### src/rtl/psc_pkg.sv
// package for the power supply control register bank
package psc_pkg;

  // register indices as printed (not all multiples of four; byte address = 4 * index)
  localparam logic [15:0] LCD_REGULATOR_CTRL_IDX = 16'h50a3;
  localparam logic [15:0] LCD_BOOSTER_CTRL_IDX = 16'h50a4;
  localparam logic [15:0] LOGIC_VOLTAGE_CTRL_IDX = 16'h5120;

  // bus and register widths
  localparam int ADDR_W = 18;
  localparam int DATA_W = 32;
  localparam int REG_W = 8;

  // field positions
  localparam int LOGIC_VOLT_MODE_BIT = 0;
  localparam int LOGIC_HEAVY_LOAD_BIT = 4;
  localparam int LCD_HEAVY_LOAD_BIT = 4;
  localparam int BOOSTER_EN_BIT = 0;
  localparam int SOURCE_SEL_BIT = 1;

  // reset value of every implemented bit
  localparam logic RESET_BIT = 1'b0;

  // axi responses
  localparam logic [1:0] RESP_OKAY = 2'h0;
  localparam logic [1:0] RESP_SLVERR = 2'h2;

  // control outputs toward the analog circuits
  typedef struct packed {
    logic logic_volt_mode_sel;
    logic logic_reg_heavy_load_en;
    logic lcd_reg_heavy_load_en;
    logic booster_enable;
    logic lcd_reg_source_sel;
    logic lcd_drive_supply_en;
  } psc_ctrl_t;

endpackage : psc_pkg

### src/rtl/psc_regs.sv
// power supply control register bank with axi4-lite slave
// Behaviour
// RULE1: bit 0 of logic_voltage_ctrl picks flash mode (1) or normal mode (0), reset 0.
// RULE2: bit 4 of logic_voltage_ctrl turns logic regulator heavy-load protection on or off, reset 0.
// RULE3: bit 4 of lcd_regulator_ctrl turns lcd regulator heavy-load protection on or off, reset 0.
// RULE4: bit 0 of lcd_booster_ctrl switches the booster on or off, reset off.
// RULE5: bit 1 of lcd_booster_ctrl picks booster output (1) or main supply (0) for the lcd regulator.
// RULE6: software enables the booster and waits about 1 ms before selecting its output.
// RULE7: software sets flash mode only around flash erase or program.
// RULE8: software waits up to 5 ms after a mode change before programming flash.
// RULE9: lcd drive voltages reach the lcd driver only while the display-control field is nonzero.
// RULE10: with a main supply of 2.5 V or more software keeps booster enable and source select at 0.
// RULE11: with the lcd driver unused software clears booster enable, source select and display control.
// RULE12: each of the three registers is 8 bits wide at its own address.
// RULE13: software writes 0 to every reserved bit.
// RULE14: reserved bits ignore writes and read 0; implemented bits clear on reset.
//
// Implementation choice: the AXI4-Lite interface to the registers.
`timescale 1ns/1ps
`default_nettype none

module psc_regs (
  // clock and reset
  input wire logic sys_clk,
  input wire logic arst_n,
  // axi4-lite write address
  input wire logic [psc_pkg::ADDR_W-1:0] s_axi_awaddr,
  input wire logic s_axi_awvalid,
  output logic s_axi_awready,
  // axi4-lite write data
  input wire logic [psc_pkg::DATA_W-1:0] s_axi_wdata,
  input wire logic [3:0] s_axi_wstrb,
  input wire logic s_axi_wvalid,
  output logic s_axi_wready,
  // axi4-lite write response
  output logic [1:0] s_axi_bresp,
  output logic s_axi_bvalid,
  input wire logic s_axi_bready,
  // axi4-lite read address
  input wire logic [psc_pkg::ADDR_W-1:0] s_axi_araddr,
  input wire logic s_axi_arvalid,
  output logic s_axi_arready,
  // axi4-lite read data
  output logic [psc_pkg::DATA_W-1:0] s_axi_rdata,
  output logic [1:0] s_axi_rresp,
  output logic s_axi_rvalid,
  input wire logic s_axi_rready,
  // display-control field from the lcd driver
  input wire logic [1:0] display_control_field,
  // controls to the analog circuits
  output psc_pkg::psc_ctrl_t ctrl_q
);

  // ------------------------------------------------------------
  // address decode
  // ------------------------------------------------------------

  // map a byte address to a register select, 0 means unmapped
  function automatic logic [1:0] decode(input logic [psc_pkg::ADDR_W-1:0] addr);
    logic [psc_pkg::ADDR_W-1:0] a_lcdr;
    logic [psc_pkg::ADDR_W-1:0] a_boost;
    logic [psc_pkg::ADDR_W-1:0] a_logic;
    a_lcdr = {psc_pkg::LCD_REGULATOR_CTRL_IDX, 2'h0};
    a_boost = {psc_pkg::LCD_BOOSTER_CTRL_IDX, 2'h0};
    a_logic = {psc_pkg::LOGIC_VOLTAGE_CTRL_IDX, 2'h0};
    if (addr == a_lcdr)
    begin
      decode = 2'h1;
    end
    else if (addr == a_boost)
    begin
      decode = 2'h2;
    end
    else if (addr == a_logic)
    begin
      decode = 2'h3;
    end
    else
    begin
      decode = 2'h0;
    end
  endfunction : decode

  // ------------------------------------------------------------
  // register storage
  // ------------------------------------------------------------

  logic logic_volt_mode_sel_q;
  logic logic_reg_heavy_load_en_q;
  logic lcd_reg_heavy_load_en_q;
  logic booster_enable_q;
  logic lcd_reg_source_sel_q;

  // write channel state
  logic aw_held_q;
  logic w_held_q;
  logic [psc_pkg::ADDR_W-1:0] awaddr_q;
  logic [psc_pkg::DATA_W-1:0] wdata_q;
  logic wstrb0_q;
  logic do_write;
  logic [1:0] wsel;

  // two-stage sync of the display-control field from the lcd driver
  logic [1:0] dsp_meta_q;
  logic [1:0] dsp_sync_q;

  assign do_write = aw_held_q && w_held_q && !s_axi_bvalid;
  assign wsel = decode(awaddr_q);

  // ------------------------------------------------------------
  // write path
  // ------------------------------------------------------------

  // accept address and data in either order, one write at a time
  always_ff @(posedge sys_clk or negedge arst_n)
  begin
    if (!arst_n)
    begin
      aw_held_q <= 1'b0;
      w_held_q <= 1'b0;
      awaddr_q <= '0;
      wdata_q <= '0;
      wstrb0_q <= 1'b0;
      s_axi_awready <= 1'b0;
      s_axi_wready <= 1'b0;
    end
    else
    begin
      s_axi_awready <= !aw_held_q && !s_axi_awready && !(s_axi_awvalid && s_axi_awready);
      s_axi_wready <= !w_held_q && !s_axi_wready && !(s_axi_wvalid && s_axi_wready);
      if (s_axi_awvalid && s_axi_awready)
      begin
        aw_held_q <= 1'b1;
        awaddr_q <= s_axi_awaddr;
        s_axi_awready <= 1'b0;
      end
      if (s_axi_wvalid && s_axi_wready)
      begin
        w_held_q <= 1'b1;
        wdata_q <= s_axi_wdata;
        wstrb0_q <= s_axi_wstrb[0];
        s_axi_wready <= 1'b0;
      end
      if (do_write)
      begin
        aw_held_q <= 1'b0;
        w_held_q <= 1'b0;
      end
    end
  end

  // write response, slverr for unmapped address
  always_ff @(posedge sys_clk or negedge arst_n)
  begin
    if (!arst_n)
    begin
      s_axi_bvalid <= 1'b0;
      s_axi_bresp <= psc_pkg::RESP_OKAY;
    end
    else if (do_write)
    begin
      s_axi_bvalid <= 1'b1;
      s_axi_bresp <= (wsel == 2'h0) ? psc_pkg::RESP_SLVERR : psc_pkg::RESP_OKAY;
    end
    else if (s_axi_bready)
    begin
      s_axi_bvalid <= 1'b0;
    end
  end

  // implemented bits only; reserved positions are simply not stored
  always_ff @(posedge sys_clk or negedge arst_n)
  begin
    if (!arst_n)
    begin
      logic_volt_mode_sel_q <= psc_pkg::RESET_BIT; // [RULE1]
      logic_reg_heavy_load_en_q <= psc_pkg::RESET_BIT; // [RULE2]
      lcd_reg_heavy_load_en_q <= psc_pkg::RESET_BIT; // [RULE3]
      booster_enable_q <= psc_pkg::RESET_BIT; // [RULE4]
      lcd_reg_source_sel_q <= psc_pkg::RESET_BIT; // [RULE5] [RULE14]
    end
    else if (do_write && wstrb0_q)
    begin
      if (wsel == 2'h3)
      begin
        logic_volt_mode_sel_q <= wdata_q[psc_pkg::LOGIC_VOLT_MODE_BIT]; // [RULE1]
        logic_reg_heavy_load_en_q <= wdata_q[psc_pkg::LOGIC_HEAVY_LOAD_BIT]; // [RULE2]
      end
      else if (wsel == 2'h1)
      begin
        lcd_reg_heavy_load_en_q <= wdata_q[psc_pkg::LCD_HEAVY_LOAD_BIT]; // [RULE3]
      end
      else if (wsel == 2'h2)
      begin
        booster_enable_q <= wdata_q[psc_pkg::BOOSTER_EN_BIT]; // [RULE4]
        lcd_reg_source_sel_q <= wdata_q[psc_pkg::SOURCE_SEL_BIT]; // [RULE5]
      end
    end
  end

  // ------------------------------------------------------------
  // read path
  // ------------------------------------------------------------

  // read image of the selected 8-bit register, reserved bits zero
  function automatic logic [psc_pkg::DATA_W-1:0] read_image(input logic [1:0] sel);
    logic [psc_pkg::REG_W-1:0] r;
    r = '0;
    if (sel == 2'h3)
    begin
      r[psc_pkg::LOGIC_VOLT_MODE_BIT] = logic_volt_mode_sel_q;
      r[psc_pkg::LOGIC_HEAVY_LOAD_BIT] = logic_reg_heavy_load_en_q;
    end
    else if (sel == 2'h1)
    begin
      r[psc_pkg::LCD_HEAVY_LOAD_BIT] = lcd_reg_heavy_load_en_q;
    end
    else if (sel == 2'h2)
    begin
      r[psc_pkg::BOOSTER_EN_BIT] = booster_enable_q;
      r[psc_pkg::SOURCE_SEL_BIT] = lcd_reg_source_sel_q;
    end
    read_image = {{(psc_pkg::DATA_W-psc_pkg::REG_W){1'b0}}, r}; // [RULE12] [RULE14]
  endfunction : read_image

  // one read at a time: arready pulses, data one cycle later
  always_ff @(posedge sys_clk or negedge arst_n)
  begin
    if (!arst_n)
    begin
      s_axi_arready <= 1'b0;
      s_axi_rvalid <= 1'b0;
      s_axi_rdata <= '0;
      s_axi_rresp <= psc_pkg::RESP_OKAY;
    end
    else
    begin
      s_axi_arready <= !s_axi_arready && !s_axi_rvalid;
      if (s_axi_arvalid && s_axi_arready)
      begin
        s_axi_arready <= 1'b0;
        s_axi_rvalid <= 1'b1;
        s_axi_rdata <= read_image(decode(s_axi_araddr));
        s_axi_rresp <= (decode(s_axi_araddr) == 2'h0) ? psc_pkg::RESP_SLVERR : psc_pkg::RESP_OKAY;
      end
      else if (s_axi_rvalid && s_axi_rready)
      begin
        s_axi_rvalid <= 1'b0;
        s_axi_arready <= 1'b0;
      end
    end
  end

  // ------------------------------------------------------------
  // control outputs
  // ------------------------------------------------------------

  // synchronise the display-control field
  always_ff @(posedge sys_clk or negedge arst_n)
  begin
    if (!arst_n)
    begin
      dsp_meta_q <= 2'h0;
      dsp_sync_q <= 2'h0;
    end
    else
    begin
      dsp_meta_q <= display_control_field;
      dsp_sync_q <= dsp_meta_q;
    end
  end

  // registered controls to the analog side
  always_ff @(posedge sys_clk or negedge arst_n)
  begin
    if (!arst_n)
    begin
      ctrl_q <= '0;
    end
    else
    begin
      ctrl_q.logic_volt_mode_sel <= logic_volt_mode_sel_q; // [RULE1]
      ctrl_q.logic_reg_heavy_load_en <= logic_reg_heavy_load_en_q; // [RULE2]
      ctrl_q.lcd_reg_heavy_load_en <= lcd_reg_heavy_load_en_q; // [RULE3]
      ctrl_q.booster_enable <= booster_enable_q; // [RULE4]
      ctrl_q.lcd_reg_source_sel <= lcd_reg_source_sel_q; // [RULE5]
      ctrl_q.lcd_drive_supply_en <= (dsp_sync_q != 2'h0); // [RULE9]
    end
  end

endmodule : psc_regs

`default_nettype wire

### config.mk
export PLATFORM = sky130hd
export DESIGN_NAME = psc_regs
export DESIGN_NICKNAME = d
export VERILOG_FILES = /design/src/rtl/psc_pkg.sv /design/src/rtl/psc_regs.sv
export SDC_FILE = /design/constraint.sdc
export NUM_CORES = 1
export LEC_CHECK = 0
export BUFFER_PORTS_ARGS = -buffer_cell sky130_fd_sc_hd__buf_2
export CAP_MARGIN = 20
export CORE_AREA = 3 3 81 68
export DETAILED_ROUTE_END_ITERATION = 8
export DIE_AREA = 0 0 84 71
export PLACE_DENSITY = 0.81
export SLEW_MARGIN = 40
export SYNTH_ARGS = -nofsm -noshare
export SYNTH_HDL_FRONTEND = slang
export SYNTH_SLANG_ARGS = --single-unit
### constraint.sdc
create_clock -name sys_clk -period 3.4 [get_ports sys_clk]
set_input_delay 0.51 -clock sys_clk [delete_from_list [all_inputs] [get_ports sys_clk]]
set_output_delay 0.51 -clock sys_clk [all_outputs]
set_load 0.03 [all_outputs]
==> results.py <==
metrics = {
    "pwr": {
        "p_leak_nw": 1.28,
        "powerDensity_mw_per_mm2": 696,
        "ir_drop_mv": 0.339,
    },
    "placed_design": {
        "numPortBuffers": 64,
        "place.gp.congestion": 0.714,
        "dpl.hpwl_mm": 2.92,
        "placed_cell_area_mm2": 0.00244,
    },
    "yosys": {
        "synth_top_family_by_area": "multiplexers",
        "synth-compound-area-share_pct": 4.74,
        "yosys-mux-area-fraction_pct": 14.1,
        "yosys.area.top_type": "dfrtp_1",
        "synthAdderAreaFrac_pct": 0,
        "synthTopCellsByArea": "dfrtp_1, mux2_2, buf_4",
        "synth_simple_gate_area_share_pct": 12.8,
        "synth-xor-area-share_pct": 0,
        "synth_seq_cells": 49,
        "synthCells": 169,
        "syn_area_mm2": 0.00216,
        "synth_top_area_share_pct": 56.7,
        "synth.avg_cell_area_um2": 12.8,
        "ys_types": 33,
        "yosysWarnings": 0,
        "ys_seq_area_share_pct": 56.7,
    },
    "worst_hold_path": {
        "min_path_type": "input port to asynchronous set/reset pin",
    },
    "die": {
        "rows": 23,
        "die_h_um": 71,
        "start_util_pct": 44.5,
        "core_area_mm2": 0.00486,
        "die_width_um": 84,
        "ios": 128,
        "die_area_mm2": 0.00596,
    },
    "routing": {
        "vias_per_cell": 4.57,
        "drtIter0Drc": 51,
        "final_antenna_net_count": 0,
        "firstDrtPassIters": 3,
        "wire_per_inst_um": 12.1,
        "drc": 0,
        "vias": 1377,
        "finalWirelength_mm": 3.66,
    },
    "worst_setup_path": {
        "slowest_stage": "nor3_1",
        "crit_arrival_ps": 2030,
        "rrSetupSlack_ps": 1550,
        "crit_start": "awaddr_q[13]",
        "worstSetupPathType": "flip-flop to flip-flop",
        "crit_buf_inv": 0,
        "crit_fanout": 4,
        "crit_chain": "nor4b_2 -> nand4_2 -> nor3_1 -> mux2_2",
        "cp-start-kind": "flip-flop",
        "reg2reg_depth": 4,
        "crit_path_end": "booster_enable_q",
        "cpPeakStageDelay_ps": 410,
        "worstReg2RegStart": "awaddr_q[13]",
        "crit_family": "simple AND/OR/NAND/NOR gates",
        "cp.depth": 4,
        "timing.rr.end": "booster_enable_q",
        "cp-end-kind": "flip-flop",
        "critical_path_required_ps": 3580,
    },
    "clock_network": {
        "clk_path_buf_depth": 2,
        "holdBufCountCts": 0,
        "clkLatencyLatePin_ps": 300,
        "cts_sinks": 49,
        "h-tree-depth": 2,
        "cts_tree": "done",
        "clkTransAtPathRegs_ps": 90,
        "root_buffer": "clkbuf_8",
        "post_cts_buffers": 0,
        "cts_buffers": 5,
        "postCtsResizedCells": 0,
    },
    "sta": {
        "clock.fmax_mhz": 542,
        "period_minus_slack_ps": 1850,
        "fin_worst_skew_ps": 5.61,
        "rsz0062_at_grt": "false",
        "setup_viol": 0,
        "min_period_over_period_pct": 54.3,
        "setup_tns_ps": 0,
        "drv_slew": 0,
        "tightest_slew_ps": 717,
        "slew_headroom_pct": 52.1,
        "hold_violations": 0,
    },
    "run": {
        "maxCapViolations": 0,
    },
    "finish": {
        "design_area_mm2": 0.00256,
        "area_growth_pct": 18.3,
        "nets": 319,
        "final_layout_size_suffix_gt1_share_pct": 43.1,
        "antenna_cells": 0,
    },
    "global_route": {
        "grt_pass1_wl_mm": 6.00,
        "grt_max_degree": 50,
        "grt_overflow_total": 0,
        "antenna_found_initial": 0,
        "grt_usage_pct": 12.6,
        "first_global_vias": 1349,
    },
    "outcome": {
        "status": "complete, no violations",
    },
}
## power breakdown
group,switching (W),internal [W],total [W],leakage [nW]
Clock,0.000182,0.000239,0.000421,0.0574
Combinational,0.000251,0.000223,0.000474,0.618
Sequential,0.000127,0.000760,0.000886,0.601
Total,0.000560,0.00122,0.00178,1.28
## cells in the final DEF (no fill, tap or decap), drive strengths merged, types with 2 or more instances in the layout
| master | instances |
|---|---|
| buf | 64 |
| dfrtp | 49 |
| conb | 31 |
| mux2 | 27 |
| nor2 | 10 |
| nand2 | 6 |
| clkbuf | 6 |
| o21ai | 4 |
| nor4b | 4 |
| nor3b | 3 |
| nor2b | 3 |
| nand3 | 3 |
| a22o | 3 |
| inv | 3 |
| a21oi | 3 |
| nor3 | 2 |
| nor4bb | 2 |
| nand4 | 2 |
| nor4 | 2 |
## stage by stage
stage	hold WS [ps]	total power (W)	setup WS (ps)	cells	util [%]
2_1_floorplan	214	0.00127	1770	199	-
3_3_place_gp	332	0.00135	1590	293	50.1
3_5_place_dp	348	0.00139	1530	293	50.1
4_1_cts	225	0.00181	1500	301	52.6
5_1_grt	249	0.00189	1400	301	52.6
6_report	214	0.00178	1550	301	52.6
## worst register-to-register path: stages, from the launching register on
cell,delay (ps)
dfrtp_1,390
nor4b_2,320
nand4_2,230
nor3_1,410
mux2_2,380
## kinds of logic (layout without fill, tap and decap cells)
logic type      after synthesis  count (layout)
flops                        49              49
simple gates                 42              42
buf+inv                      35              75
mux                          27              27
compound gates               15              15
other cells                   1              31
## cell usage after synthesis
cell type,number
inv_1,3
nor3b_1,3
nor2b_1,3
nor2_1,10
and3b_1,1
dfrtp_1,49
nand2_1,6
or2_2,1
a2bb2oi_1,1
nand3_1,3
a22oi_1,1
mux2_1,2
or3b_2,1
a31oi_1,1
and3_1,1
buf_2,1
a32o_1,1
nor4_1,1
nor4b_1,2
a21oi_1,3
nor4_4,1
a22o_1,3
nand4_2,1
conb_1,1
nor3_1,2
nor4bb_1,2
o2bb2ai_1,1
nand3b_1,1
nand4_1,1
mux2_2,25
nor4b_2,2
o21ai_0,4
buf_4,31
## flip-flops by register name, summed over array words and instances, names as in the netlist, 2 cells and up
signal and cells:
awaddr_q 18, ctrl_q 6, dsp_meta_q 2, dsp_sync_q 2, s_axi_rdata 3, wdata_q 3
## metal layers
| metal | up-vias | GRT usage, % | share of wire (%) |
|---|---|---|---|
| li1 | 667 | - | - |
| met1 | 653 | 15.6 | 41 |
| met2 | 54 | 20.9 | 49 |
| met3 | 3 | 4.31 | 8.2 |
| met4 | 0 | 4.29 | 0.90 |
| met5 | - | 0 | 0 |
## worst min path at each step
stage / startpoint / to / slack, ps / depth (start not counted)
2_1_floorplan: arst_n / aw_held_q / 210 / 0
3_3_place_gp: dsp_meta_q[0] / dsp_sync_q[0] / 330 / 0
3_5_place_dp: dsp_meta_q[1] / dsp_sync_q[1] / 350 / 0
4_1_cts: arst_n / awaddr_q[1] / 220 / 1
5_1_grt: arst_n / awaddr_q[6] / 250 / 1
6_report: arst_n / awaddr_q[0] / 210 / 1
## layout make-up
| cell class | instances | area [um2] |
|---|---|---|
| Clock buffer | 6 | 82.6 |
| Clock inverter | 2 | 37.5 |
| Fill cell | 432 | 2300 |
| Inverter | 3 | 11.3 |
| Multi-Input combinational cell | 115 | 801 |
| Sequential cell | 49 | 1230 |
| Tap cell | 62 | 77.6 |
| Timing Repair Buffer | 64 | 323 |
No activity file was read; power rests on OpenSTA's default activity.
